`src/hdl/cic_pkg.sv`:
```
package cic_pkg;
    localparam int CLK_HZ = 200_000_000;
    localparam int FILT_CLK_HZ = 40_000_000;
    localparam int FILT_DIV = CLK_HZ / FILT_CLK_HZ;
    localparam int MED_TB_HZ = 20_000_000;
    localparam int SLOW_TB_HZ = 100_000;
    localparam int MED_HALF = CLK_HZ / MED_TB_HZ / 2;
    localparam int SLOW_HALF = CLK_HZ / SLOW_TB_HZ / 2;
    localparam logic [16:0] FILT_N_SHORT = 17'd5;
    localparam logic [16:0] FILT_N_MED = 17'd257;
    localparam int FILT_N_LONG = 101_800;
    localparam logic [7:0] ADDR_CTRL0 = 8'h00;
    localparam logic [7:0] ADDR_CTRL1 = 8'h04;
    localparam logic [7:0] ADDR_FILT = 8'h08;
    localparam logic [7:0] ADDR_ROUTE = 8'h0c;
    localparam logic [7:0] ADDR_CNT0 = 8'h10;
    localparam logic [7:0] ADDR_CNT1 = 8'h14;
    localparam logic [7:0] ADDR_LATCH0 = 8'h18;
    localparam logic [7:0] ADDR_LATCH1 = 8'h1c;
    localparam logic [7:0] ADDR_STATUS = 8'h20;
    localparam logic [31:0] CTRL_RESET = 32'h0000_0002;
    localparam logic [31:0] FILT_RESET = 32'h0000_0000;
    localparam logic [1:0] RESP_OKAY = 2'h0;
    localparam logic [1:0] RESP_SLVERR = 2'h2;

    typedef enum logic [1:0] {
        CIC_FILT_OFF = 2'b00,
        CIC_FILT_SHORT = 2'b01,
        CIC_FILT_MED = 2'b10,
        CIC_FILT_LONG = 2'b11
    } cic_filt_t;

    typedef enum logic [2:0] {
        CIC_SRC_FAST = 3'b000,
        CIC_SRC_MED = 3'b001,
        CIC_SRC_SLOW = 3'b010,
        CIC_SRC_BACKPLANE = 3'b011,
        CIC_SRC_EXT = 3'b100
    } cic_src_t;

    typedef enum logic [1:0] {
        CIC_PRE_NONE = 2'b00,
        CIC_PRE_DIV2 = 2'b01,
        CIC_PRE_DIV8 = 2'b10
    } cic_pre_t;

    typedef enum logic [1:0] {
        CIC_GATE_PIN = 2'b00,
        CIC_GATE_OUT = 2'b01,
        CIC_GATE_TC = 2'b10
    } cic_gate_t;

    typedef enum logic [1:0] {
        CIC_SYNC_FAST = 2'b00,
        CIC_SYNC_INT = 2'b01,
        CIC_SYNC_EXT = 2'b10
    } cic_sync_t;

    // Counter control word, bit 31 downward.
    typedef struct packed {
        logic [13:0] spare;
        logic cascade;
        logic position;
        logic dcp;
        cic_gate_t gate_kind;
        logic [2:0] gate_idx;
        logic [2:0] src_idx;
        cic_src_t src_sel;
        cic_pre_t prescale;
        logic count_up;
        logic enable;
    } cic_ctrl_t;
endpackage : cic_pkg

```
`src/hdl/cic_top.sv`:
```
// The register offsets and the AXI4-Lite register port were decided locally.
`timescale 1ns/1ps
module cic_top #(
    parameter int N_IN = 8,
    parameter int FILT_N_LONG = cic_pkg::FILT_N_LONG
) (
    input wire logic aclk,
    input wire logic aresetn,
    input wire logic [31:0] s_axi_awaddr,
    input wire logic s_axi_awvalid,
    output logic s_axi_awready,
    input wire logic [31:0] s_axi_wdata,
    input wire logic [3:0] s_axi_wstrb,
    input wire logic s_axi_wvalid,
    output logic s_axi_wready,
    output logic [1:0] s_axi_bresp,
    output logic s_axi_bvalid,
    input wire logic s_axi_bready,
    input wire logic [31:0] s_axi_araddr,
    input wire logic s_axi_arvalid,
    output logic s_axi_arready,
    output logic [31:0] s_axi_rdata,
    output logic [1:0] s_axi_rresp,
    output logic s_axi_rvalid,
    input wire logic s_axi_rready,
    input wire logic [N_IN-1:0] function_pin,
    input wire logic backplane_10mhz_clock,
    output logic [N_IN-1:0] filtered_in,
    output logic [N_IN-1:0] trigger_bus_line,
    output logic [1:0] internal_out,
    output logic [1:0] terminal_count,
    output logic [1:0] latch_valid,
    output logic [31:0] count_value [2],
    output logic [31:0] latch_value [2]
);

    ////////////////////////////////////////////////////////////////////////
    // Registers and AXI4-Lite slave.

    cic_pkg::cic_ctrl_t ctrl [2];
    logic [31:0] filt_cfg;
    logic [N_IN-1:0] route_direct;
    logic [7:0] aw_addr;
    logic [31:0] w_data;
    logic [3:0] w_strb;
    logic aw_held;
    logic w_held;
    logic [1:0] cnt_load;
    logic [31:0] load_data;

    function automatic logic [31:0] merge(input logic [31:0] old, input logic [31:0] nw, input logic [3:0] st);
        logic [31:0] r;
        r = old;
        for (int b = 0; b < 4; b++) begin
            if (st[b]) begin
                r[b*8 +: 8] = nw[b*8 +: 8];
            end
        end
        return r;
    endfunction : merge

    wire do_write = aw_held && w_held && !s_axi_bvalid;

    always_ff @(posedge aclk) begin
        if (!aresetn) begin
            s_axi_awready <= 1'b1;
            s_axi_wready <= 1'b1;
            aw_held <= 1'b0;
            w_held <= 1'b0;
            aw_addr <= 8'h00;
            w_data <= 32'h0000_0000;
            w_strb <= 4'h0;
        end else begin
            if (s_axi_awvalid && s_axi_awready) begin
                aw_addr <= s_axi_awaddr[7:0];
                aw_held <= 1'b1;
                s_axi_awready <= 1'b0;
            end
            if (s_axi_wvalid && s_axi_wready) begin
                w_data <= s_axi_wdata;
                w_strb <= s_axi_wstrb;
                w_held <= 1'b1;
                s_axi_wready <= 1'b0;
            end
            if (s_axi_bvalid && s_axi_bready) begin
                aw_held <= 1'b0;
                w_held <= 1'b0;
                s_axi_awready <= 1'b1;
                s_axi_wready <= 1'b1;
            end
        end
    end

    always_ff @(posedge aclk) begin
        if (!aresetn) begin
            ctrl[0] <= cic_pkg::CTRL_RESET;
            ctrl[1] <= cic_pkg::CTRL_RESET;
            filt_cfg <= cic_pkg::FILT_RESET;
            route_direct <= '0;
            s_axi_bvalid <= 1'b0;
            s_axi_bresp <= cic_pkg::RESP_OKAY;
            cnt_load <= 2'b00;
            load_data <= 32'h0000_0000;
        end else begin
            cnt_load <= 2'b00;
            if (s_axi_bvalid && s_axi_bready) begin
                s_axi_bvalid <= 1'b0;
            end
            if (do_write) begin
                s_axi_bvalid <= 1'b1;
                s_axi_bresp <= cic_pkg::RESP_OKAY;
                load_data <= merge(32'h0000_0000, w_data, w_strb);
                if (aw_addr == cic_pkg::ADDR_CTRL0) begin
                    ctrl[0] <= merge(ctrl[0], w_data, w_strb);
                end else if (aw_addr == cic_pkg::ADDR_CTRL1) begin
                    ctrl[1] <= merge(ctrl[1], w_data, w_strb);
                end else if (aw_addr == cic_pkg::ADDR_FILT) begin
                    filt_cfg <= merge(filt_cfg, w_data, w_strb);
                end else if (aw_addr == cic_pkg::ADDR_ROUTE) begin
                    route_direct <= N_IN'(merge(32'(route_direct), w_data, w_strb));
                end else if (aw_addr == cic_pkg::ADDR_CNT0) begin
                    cnt_load[0] <= 1'b1;
                end else if (aw_addr == cic_pkg::ADDR_CNT1) begin
                    cnt_load[1] <= 1'b1;
                end else if (aw_addr != cic_pkg::ADDR_LATCH0 && aw_addr != cic_pkg::ADDR_LATCH1
                             && aw_addr != cic_pkg::ADDR_STATUS) begin
                    s_axi_bresp <= cic_pkg::RESP_SLVERR;
                end
            end
        end
    end

    always_ff @(posedge aclk) begin
        if (!aresetn) begin
            s_axi_arready <= 1'b1;
            s_axi_rvalid <= 1'b0;
            s_axi_rdata <= 32'h0000_0000;
            s_axi_rresp <= cic_pkg::RESP_OKAY;
        end else if (s_axi_arvalid && s_axi_arready) begin
            s_axi_arready <= 1'b0;
            s_axi_rvalid <= 1'b1;
            s_axi_rresp <= cic_pkg::RESP_OKAY;
            if (s_axi_araddr[7:0] == cic_pkg::ADDR_CTRL0) begin
                s_axi_rdata <= ctrl[0];
            end else if (s_axi_araddr[7:0] == cic_pkg::ADDR_CTRL1) begin
                s_axi_rdata <= ctrl[1];
            end else if (s_axi_araddr[7:0] == cic_pkg::ADDR_FILT) begin
                s_axi_rdata <= filt_cfg;
            end else if (s_axi_araddr[7:0] == cic_pkg::ADDR_ROUTE) begin
                s_axi_rdata <= 32'(route_direct);
            end else if (s_axi_araddr[7:0] == cic_pkg::ADDR_CNT0) begin
                s_axi_rdata <= count_value[0];
            end else if (s_axi_araddr[7:0] == cic_pkg::ADDR_CNT1) begin
                s_axi_rdata <= count_value[1];
            end else if (s_axi_araddr[7:0] == cic_pkg::ADDR_LATCH0) begin
                s_axi_rdata <= latch_value[0];
            end else if (s_axi_araddr[7:0] == cic_pkg::ADDR_LATCH1) begin
                s_axi_rdata <= latch_value[1];
            end else if (s_axi_araddr[7:0] == cic_pkg::ADDR_STATUS) begin
                s_axi_rdata <= {24'h000000, 2'b00, internal_out, 2'b00, 2'(N_IN > 0 ? filtered_in[1:0] : 2'b00)};
            end else begin
                s_axi_rdata <= 32'h0000_0000;
                s_axi_rresp <= cic_pkg::RESP_SLVERR;
            end
        end else if (s_axi_rvalid && s_axi_rready) begin
            s_axi_rvalid <= 1'b0;
            s_axi_arready <= 1'b1;
        end
    end

    ////////////////////////////////////////////////////////////////////////
    // Timebases: filter clock enable and internal timebase levels.

    logic [2:0] filt_div;
    logic filt_tick;
    logic fast_tb;
    logic med_tb;
    logic slow_tb;
    logic [3:0] med_cnt;
    logic [9:0] slow_cnt;

    always_ff @(posedge aclk) begin
        if (!aresetn) begin
            filt_div <= 3'h0;
            filt_tick <= 1'b0;
        end else begin
            filt_tick <= (filt_div == 3'(cic_pkg::FILT_DIV - 1));
            filt_div <= (filt_div == 3'(cic_pkg::FILT_DIV - 1)) ? 3'h0 : filt_div + 3'h1;
        end
    end

    always_ff @(posedge aclk) begin
        if (!aresetn) begin
            fast_tb <= 1'b0;
            med_tb <= 1'b0;
            slow_tb <= 1'b0;
            med_cnt <= 4'h0;
            slow_cnt <= 10'h000;
        end else begin
            fast_tb <= !fast_tb;
            med_cnt <= (med_cnt == 4'(cic_pkg::MED_HALF - 1)) ? 4'h0 : med_cnt + 4'h1;
            slow_cnt <= (slow_cnt == 10'(cic_pkg::SLOW_HALF - 1)) ? 10'h000 : slow_cnt + 10'h001;
            if (med_cnt == 4'(cic_pkg::MED_HALF - 1)) begin
                med_tb <= !med_tb;
            end
            if (slow_cnt == 10'(cic_pkg::SLOW_HALF - 1)) begin
                slow_tb <= !slow_tb;
            end
        end
    end

    ////////////////////////////////////////////////////////////////////////
    // Debounce filters, one per input.

    logic [16:0] run [N_IN];

    for (genvar i = 0; i < N_IN; i++) begin : g_filt
        logic [1:0] setting;
        logic [16:0] need;
        assign setting = filt_cfg[(i % 16)*2 +: 2];
        always_comb begin
            case (cic_pkg::cic_filt_t'(setting))
                cic_pkg::CIC_FILT_SHORT: need = cic_pkg::FILT_N_SHORT;
                cic_pkg::CIC_FILT_MED: need = cic_pkg::FILT_N_MED;
                default: need = 17'(FILT_N_LONG);
            endcase
        end
        always_ff @(posedge aclk) begin
            if (!aresetn) begin
                filtered_in[i] <= 1'b0;
                run[i] <= 17'h00000;
                trigger_bus_line[i] <= 1'b0;
            end else begin
                trigger_bus_line[i] <= route_direct[i] ? function_pin[i] : filtered_in[i];
                if (setting == cic_pkg::CIC_FILT_OFF) begin
                    filtered_in[i] <= function_pin[i];
                    run[i] <= 17'h00000;
                end else if (filt_tick) begin
                    if (function_pin[i] == filtered_in[i]) begin
                        run[i] <= 17'h00000;
                    end else if (run[i] + 17'h00001 >= need) begin
                        filtered_in[i] <= function_pin[i];
                        run[i] <= 17'h00000;
                    end else begin
                        run[i] <= run[i] + 17'h00001;
                    end
                end
            end
        end
    end

    ////////////////////////////////////////////////////////////////////////
    // Counters with prescaler, gate synchronization and latch.

    logic [1:0] tc_event;

    for (genvar c = 0; c < 2; c++) begin : g_cnt
        localparam int O = 1 - c;
        cic_pkg::cic_sync_t mode;
        logic src_lvl;
        logic src_prev;
        logic src_rise;
        logic src_fall;
        logic rise_dly;
        logic [2:0] pre_cnt;
        logic pre_out;
        logic step;
        logic gate_raw;
        logic gate_s;
        logic gate_prev;
        logic pending;
        logic sync_pt;
        logic ext;
        logic gate_edge;

        assign ext = (ctrl[c].src_sel == cic_pkg::CIC_SRC_EXT);
        always_comb begin
            if (ctrl[c].dcp || ctrl[c].position || ctrl[c].src_sel == cic_pkg::CIC_SRC_FAST) begin
                mode = cic_pkg::CIC_SYNC_FAST;
            end else if (!ext) begin
                mode = cic_pkg::CIC_SYNC_INT;
            end else begin
                mode = cic_pkg::CIC_SYNC_EXT;
            end
            case (ctrl[c].src_sel)
                cic_pkg::CIC_SRC_FAST: src_lvl = fast_tb;
                cic_pkg::CIC_SRC_MED: src_lvl = med_tb;
                cic_pkg::CIC_SRC_SLOW: src_lvl = slow_tb;
                cic_pkg::CIC_SRC_BACKPLANE: src_lvl = backplane_10mhz_clock;
                default: src_lvl = filtered_in[ctrl[c].src_idx % N_IN];
            endcase
            case (ctrl[c].gate_kind)
                cic_pkg::CIC_GATE_OUT: gate_raw = internal_out[O];
                cic_pkg::CIC_GATE_TC: gate_raw = terminal_count[O];
                default: gate_raw = filtered_in[ctrl[c].gate_idx % N_IN];
            endcase
            case (mode)
                cic_pkg::CIC_SYNC_FAST: sync_pt = ctrl[c].dcp ? 1'b1 : src_rise;
                cic_pkg::CIC_SYNC_INT: sync_pt = src_fall;
                default: sync_pt = rise_dly;
            endcase
        end
        assign gate_edge = sync_pt && gate_raw && !gate_s;
        assign src_rise = src_lvl && !src_prev;
        assign src_fall = !src_lvl && src_prev;
        // Prescaler output: bypassed unless the source is external.
        assign pre_out = !ext || ctrl[c].prescale == cic_pkg::CIC_PRE_NONE
                         || (ctrl[c].prescale == cic_pkg::CIC_PRE_DIV2 && pre_cnt[0])
                         || (ctrl[c].prescale == cic_pkg::CIC_PRE_DIV8 && pre_cnt == 3'h7);
        // Cascaded upper counter steps on the lower one's terminal count.
        assign step = ctrl[c].enable && ((c == 1 && ctrl[1].cascade) ? tc_event[0]
                                         : src_rise && pre_out);

        always_ff @(posedge aclk) begin
            if (!aresetn) begin
                src_prev <= 1'b0;
                rise_dly <= 1'b0;
                pre_cnt <= 3'h0;
            end else begin
                src_prev <= src_lvl;
                rise_dly <= src_rise;
                if (!ext || ctrl[c].prescale == cic_pkg::CIC_PRE_NONE) begin
                    pre_cnt <= 3'h0;
                end else if (src_rise) begin
                    pre_cnt <= pre_cnt + 3'h1;
                end
            end
        end

        always_ff @(posedge aclk) begin
            if (!aresetn) begin
                gate_s <= 1'b0;
                gate_prev <= 1'b0;
                pending <= 1'b0;
                latch_value[c] <= 32'h0000_0000;
                latch_valid[c] <= 1'b0;
            end else begin
                latch_valid[c] <= 1'b0;
                if (sync_pt) begin
                    gate_s <= gate_raw;
                    gate_prev <= gate_s;
                end
                if (ctrl[c].enable && ctrl[c].dcp && gate_s && !gate_prev && sync_pt) begin
                    latch_value[c] <= count_value[c];
                    latch_valid[c] <= 1'b1;
                    pending <= 1'b0;
                end else if (pending && src_rise) begin
                    latch_value[c] <= count_value[c];
                    latch_valid[c] <= 1'b1;
                    pending <= ctrl[c].enable && !ctrl[c].dcp && gate_edge;
                end else if (ctrl[c].enable && !ctrl[c].dcp && gate_edge) begin
                    pending <= 1'b1;
                end
            end
        end

        assign tc_event[c] = step && (ctrl[c].count_up ? &count_value[c] : ~|count_value[c]);

        always_ff @(posedge aclk) begin
            if (!aresetn) begin
                count_value[c] <= 32'h0000_0000;
                internal_out[c] <= 1'b0;
                terminal_count[c] <= 1'b0;
            end else begin
                terminal_count[c] <= tc_event[c];
                if (tc_event[c]) begin
                    internal_out[c] <= !internal_out[c];
                end
                if (cnt_load[c]) begin
                    count_value[c] <= load_data;
                end else if (step) begin
                    count_value[c] <= ctrl[c].count_up ? count_value[c] + 32'h1 : count_value[c] - 32'h1;
                end
            end
        end
    end

endmodule : cic_top

```
`config.mk`:
```
export PLATFORM = sky130hd
export DESIGN_NAME = cic_top
export DESIGN_NICKNAME = d
export VERILOG_FILES = /design/src/hdl/cic_pkg.sv /design/src/hdl/cic_top.sv
export SDC_FILE = /design/constraint.sdc
export NUM_CORES = 1
export LEC_CHECK = 0
export ABC_AREA = 1
export ABC_CLOCK_PERIOD_IN_PS = 3750
export BUFFER_PORTS_ARGS = -buffer_cell sky130_fd_sc_hd__buf_2
export CORE_MARGIN = 5
export CORE_UTILIZATION = 60
export DETAILED_ROUTE_END_ITERATION = 16
export PLACE_DENSITY_LB_ADDON = 0.1
export SYNTH_ARGS = -nofsm -noshare
export SYNTH_HDL_FRONTEND = slang
export SYNTH_SLANG_ARGS = --single-unit
```
`constraint.sdc`:
```
create_clock -name aclk -period 3.75 [get_ports aclk]
set_clock_uncertainty 0.15 [all_clocks]
set_input_delay 0.375 -clock aclk [delete_from_list [all_inputs] [get_ports aclk]]
set_output_delay 0.375 -clock aclk [all_outputs]
set_load 0.005 [all_outputs]
```
-- After elaboration in Yosys (flattened, before gate mapping)
Memories as Yosys holds them, arrays and structs flattened.
Index checks and enable logic that the tools add are counted.
- output and inout port bits: 191
- RAM bits: 200
- logic and storage cells: 711
- memories: 2
- ROM bits: 0
- flip-flop bits (word level): 348
- bits in latches: 0
- bits of input ports: 116
- eq/ne operators: 71
- multipliers: 0
- add/sub/neg operators: 17
- muxes and demuxes: 366
- bitwise logic cells: 39
- reductions and logical operators: 138
- magnitude comparators: 12
- divide/modulo/power cells: 0
- shift-type cells: 0
- memories (memory ; depth ; bits a word ; read ports ; clocked after memory_dff ; wr ports ; RTL line ; RTL):
    run ; 8 ; 17 ; 8 ; 0 ; 8 ; cic_top.sv:215 ; logic [16:0] run [N_IN];
    ctrl ; 2 ; 32 ; 2 ; 0 ; 2 ; cic_top.sv:40 ; cic_pkg::cic_ctrl_t ctrl [2];
- operators with widths (cell ; count):
    two-way mux 32 bit ; 20
    two-way mux 17 bit ; 32
    two-way mux 8 bit ; 40
    case mux 17 bit (2 select lines) ; 8
    two-way mux 1 bit ; 235
    adder 17 x 1 -> 17 bit, second input constant ; 8
    >= comparator 17 bit ; 8
    adder 32 x 1 -> 32 bit, second input constant ; 2
    AND reduction 32 bit ; 2
    OR reduction 32 bit ; 2
    subtractor 32 x 1 -> 32 bit, second input constant ; 2
    == test 8 x 5 -> 1 bit, second input constant ; 6
    nonzero test 2 bit ; 24
    logical AND 1 bit ; 41
    two-way mux 2 bit ; 20
    bitwise OR 1 bit ; 34
    == test 8 x 4 -> 1 bit, second input constant ; 4
    == test 2 x 1 -> 1 bit, second input constant ; 14
    == test 2 bit, second input constant ; 12
    logical NOT 2 bit ; 12
    AND reduction 3 bit ; 8
    logical NOT 1 bit ; 20
    AND reduction 5 bit ; 4
    == test 8 x 3 -> 1 bit, second input constant ; 2
    other kinds (26) ; 83

-- Logic depth before layout (Yosys ltp)
An unclocked memory read counts as a cell.
- depth in word-level cells: 13
- mapped depth: 20
- mapped depth without buffers: 20

-- Worst setup path after synthesis
OpenSTA, ideal clock, no wires.
- kind: register to register
- start point: memory run[5][4] (netlist: run[1][21])
- end point: memory run[5][6] (netlist: run[1][23]), data pin
- buffers on the path: 1
- stages on the path, launching flop included: 19
- setup slack: 630 ps
- required time: 3336 ps
- setup time: 264 ps
- clock period less this slack: 3120 ps
- arrival: 2706 ps
- cells stage by stage: edfxtp_1 nand2_1 nor2_1 nand3b_1 or4_1 nor3_1 xnor2_1 inv_1 ha_1 nand2_1 nor3_1 nand2_1 nand2_1 nor2_1 nand3_1 nor2_1 nand2_2 buf_2 nor2_1
- RTL lines (item ; RTL line):
    start, declared ; cic_top.sv:215

==> results.md <==
* Pwr Density at ~350 mW/mm2
* Worst-Margin Slew at about 1.0 ns
* Compound-Gate Fraction of Synth Area at 14.3%
* Async SR Flop Fraction at 0%
* Met1 GRT Util at ~46%
* Cells after Synth at 4439
* Number of synthesized register bits at 546
* Crit end category: register
* Total setup buffers inserted after CTS at 0
* Full die area at between 0.05 and 0.06 mm2
* CTS Root Cell: clkbuf_16
* Vias per inst at between 5 and 6
* Predominant post-synthesis flop cell: dfxtp_1
* Synth top area cells: dfxtp_1 (21%), edfxtp_1 (19%), nand2_1 (11%)
* Final ANT Viol Nets at 0
* Fmax at 284 MHz
* Met2 usage in global routing at between 50% and 60%
* Final hold viol count at 0
* Worst rel slew slack at approximately 30%
* GRT met3 Usage at approximately 8.1%
* TritonCTS buffer count at 59
* Final Util at 68.8%
* Final Cycle Share at between 90% and 100%
* Worst reg2reg endpoint: run[1][44]
* Sequential fraction of the synthesis area at between 30% and 40%
* Clock Path Buffers at 3
* Clock-pin slew on the worst setup and hold paths at around 0.060 ns
* Post-Synthesis Cell Area at around 0.032 mm2
* CTS Sinks at approximately 550
* Total I/O pin count at around 310
* MaxCap Viol Count at 0
* Main combinational cell family by area after synthesis: simple AND/OR/NAND/NOR gates
* Hold path depth at 3
* Yosys top cell area share at 21.4%
* First-pass GRT wire length at approximately 160000 um
* Cell leakage power at between 0.015 and 0.02 uW
* GP Congestion at just under 1
* CP Max Fanout at 8
* Required time of the critical path at 4.00 ns
* Nets@finish at about 5000
* Area Overhead vs Synth at 14.1%
* R2R depth at 16
* Starting Density at between 60 and 70%
* GR peak layer: met2
* Grt ovf at 0
* Synth Area in XOR/XNOR at 3.30%
* DP Worst Slack at approximately 0.28 ns
* Reg-to-Reg Start: run[1][35]
* Pin count of the biggest net entering global routing at around 90
* Outcome: complete, no violations
* Hold Path End: w_data[14]
* Startpoint types: register
* CTS tree: done
* Drt first pass iters at 6
* Number of H-tree levels at 2
* Horiz. Die Dim at around 240 um
* Initial detailed-routing violation count at between 3000 and 4000
* Final Max Slew Viols at 0
* Core Area at roughly 0.054 mm2
* Vias in the first global route at around 29000
* Share of layout cells above drive strength 1 at around a tenth
* Post-DP HPWL at between 80000 and 90000 um
* Reg2Reg Setup Slack at ~0.22 ns
* DRT Wirelength at roughly 110000 um
* DP Area at approximately 0.034 mm2
* Peak supply drop at roughly 340 uV
* Die height at 242 um
* Yosys top cell by area: dfxtp_1
* CP Class: reg -> reg
* Yosys warns at 0
* Buffers on Ports at 256
* Critical Path AT at between 3 and 4 ns
* Clk Latency, worst-skew pair at 0.65 ns
* Count of flip-flops with a built-in enable after synthesis at 200
* Adder-cell share of the synthesized area at between 6 and 7%
* Simple-gate share of the synthesized area at 27.4%
* # DRC at 0
* Min Tclk post-route at about 3.5 ns
* Synth unique cells at 60
* HP Class: in -> reg
* Post-synthesis mux area share at 0%
* GR Util All Layers at a little over a third
* Post-route design area at about 0.037 mm2
* Syn_area_per_cell at approximately 7.3 um2
* Rows at 85
* Min-delay src: s_axi_wdata[14]
* Final worst slack at approximately 0.22 ns
* Initial antenna violation count at 4
* Vias at 32199
* Final setup fails at 0
* Per-cell routed wire length at just under 20 um
==> state kept, by name, summed over array words and instances (netlist names), 10 cells and up <==
| register | flops |
|---|---|
| run | 136 |
| count_value | 64 |
| ctrl | 64 |
| latch_value | 64 |
| filt_cfg | 32 |
| load_data | 32 |
| s_axi_rdata | 32 |
| w_data | 32 |
| slow_cnt | 10 |
==> per-layer routing <==
| metal | share of wire (%) | vias to the layer above |
|---|---|---|
| met5 | 0.026 | - |
| met4 | 5.6 | 4 |
| met3 | 11 | 340 |
| met2 | 44 | 1560 |
| met1 | 40 | 14873 |
| li1 | - | 15422 |
==> repair_timing <==
item | in CTS | in global routing
hold endpoints to repair | 67 | 0
resized for setup | 0 | 3
hold buffers | 51 | 0
setup endpoints to repair | 0 | 23
==> Yosys cell counts (5+ instances only) <==
library cell,count
nand3_1,256
dfxtp_1,346
nand3b_4,6
o22ai_1,12
a21oi_1,373
nor2_2,32
nand2_2,5
nand4_1,104
o2111ai_1,22
xnor2_1,53
a31oi_1,27
a221oi_1,8
xor2_1,69
o32ai_1,14
o31ai_1,12
o211ai_1,14
o21a_1,6
nand3b_1,10
edfxtp_1,200
clkbuf_1,94
nor2_1,637
and2_1,6
buf_2,20
a21boi_0,6
nand2_1,907
nor3_1,53
nor4_1,22
a21o_1,10
or2_2,18
buf_6,7
inv_1,537
o21bai_1,13
o21ai_0,293
ha_1,177
o21ai_1,10
buf_1,8
clkinv_1,6
==> power breakdown <==
| part | total [uW] | internal, uW | switching [uW] | leakage (uW) |
|---|---|---|---|---|
| clock network | 6040 | 3490 | 2550 | 0.000970 |
| registers | 6350 | 6240 | 117 | 0.00514 |
| logic | 701 | 226 | 474 | 0.0101 |
==> layout by cell type (no fill, tap or decap), types with 11 or more instances in the layout <==
cell | synthesis | final
o2111ai_1 | 22 | 22
o31ai_1 | 12 | 12
xor2_1 | 69 | 69
a31oi_1 | 27 | 27
nor2_2 | 32 | 33
buf_2 | 20 | 255
o21bai_1 | 13 | 13
or2_2 | 18 | 18
nand2_1 | 907 | 905
o22ai_1 | 12 | 12
o21ai_0 | 293 | 293
buf_4 | 4 | 56
xnor2_1 | 53 | 53
clkbuf_16 | 0 | 60
a21oi_1 | 373 | 373
nor4_1 | 22 | 22
nor2_1 | 637 | 635
inv_1 | 537 | 537
edfxtp_1 | 200 | 200
nor3_1 | 53 | 52
clkinv_1 | 6 | 11
dfxtp_1 | 346 | 346
clkbuf_1 | 94 | 17
ha_1 | 177 | 177
dlygate4sd3_1 | 0 | 51
nand3_1 | 256 | 256
nand4_1 | 104 | 104
o211ai_1 | 14 | 14
o32ai_1 | 14 | 14
==> final cells by class <==
cell class | instances | area (um2)
Inverter | 547 | 2060
Sequential cell | 546 | 12900
Clock inverter | 29 | 347
Timing Repair Buffer | 363 | 2220
Clock buffer | 83 | 1650
Multi-Input combinational cell | 3215 | 16900
Fill cell | 4634 | 16800
Tap cell | 696 | 871
Antenna cell | 2 | 5.00
==> stage by stage <==
| stage | TNS (ns) | instances | hold slack (ns) | total power [uW] |
|---|---|---|---|---|
| 6_report | 0 | 5481 | 0.0349 | 13100 |
| 3_3_place_gp | 0 | 5315 | 0.278 | 7100 |
| 5_1_grt | -0.000717 | 5479 | 0.0292 | 13400 |
| 4_1_cts | 0 | 5478 | 0.00230 | 13100 |
| 3_5_place_dp | 0 | 5315 | 0.284 | 7110 |
| 2_1_floorplan | 0 | 4440 | 0.263 | 6820 |
==> cells by family (layout without fill, tap and decap cells) <==
| group | count (synthesis) | in the layout |
|---|---|---|
| buffers and inverters | 680 | 1022 |
| adder cells (fa/ha/maj) | 179 | 179 |
| XOR/XNOR | 122 | 122 |
| flip-flops | 546 | 546 |
| AO/OA/AOI/OAI | 839 | 839 |
| AND/OR/NAND/NOR | 2072 | 2073 |
| other | 1 | 4 |
==> how the worst max path moves through the flow <==
stage | from | endpoint | slack (ns) | cells after the start
2_1_floorplan | run[1][21] | run[1][23] | 0.63 | 18
3_3_place_gp | run[1][17] | run[1][27] | 0.35 | 17
3_5_place_dp | run[1][35] | run[1][47] | 0.28 | 16
4_1_cts | run[1][21] | run[1][30] | 0.21 | 17
5_1_grt | run[1][35] | run[1][44] | -0.0007 | 16
6_report | run[1][35] | run[1][44] | 0.22 | 16
==> critical path, cell delays in order, from the launching register on <==
cell and delay [ns]:
edfxtp_1 0.38, ha_1 0.23, nand2_1 0.11, nor2_1 0.22
nand2_1 0.13, or3_1 0.37, xnor2_1 0.17, ha_1 0.31
nand2_1 0.05, nor3_1 0.17, nand4_1 0.14, nor3_1 0.24
a21oi_1 0.10, nand2_1 0.10, nand2_1 0.13, nand4_2 0.20
nor2_1 0.07
Note: power is estimated with default switching activity, not from simulation.
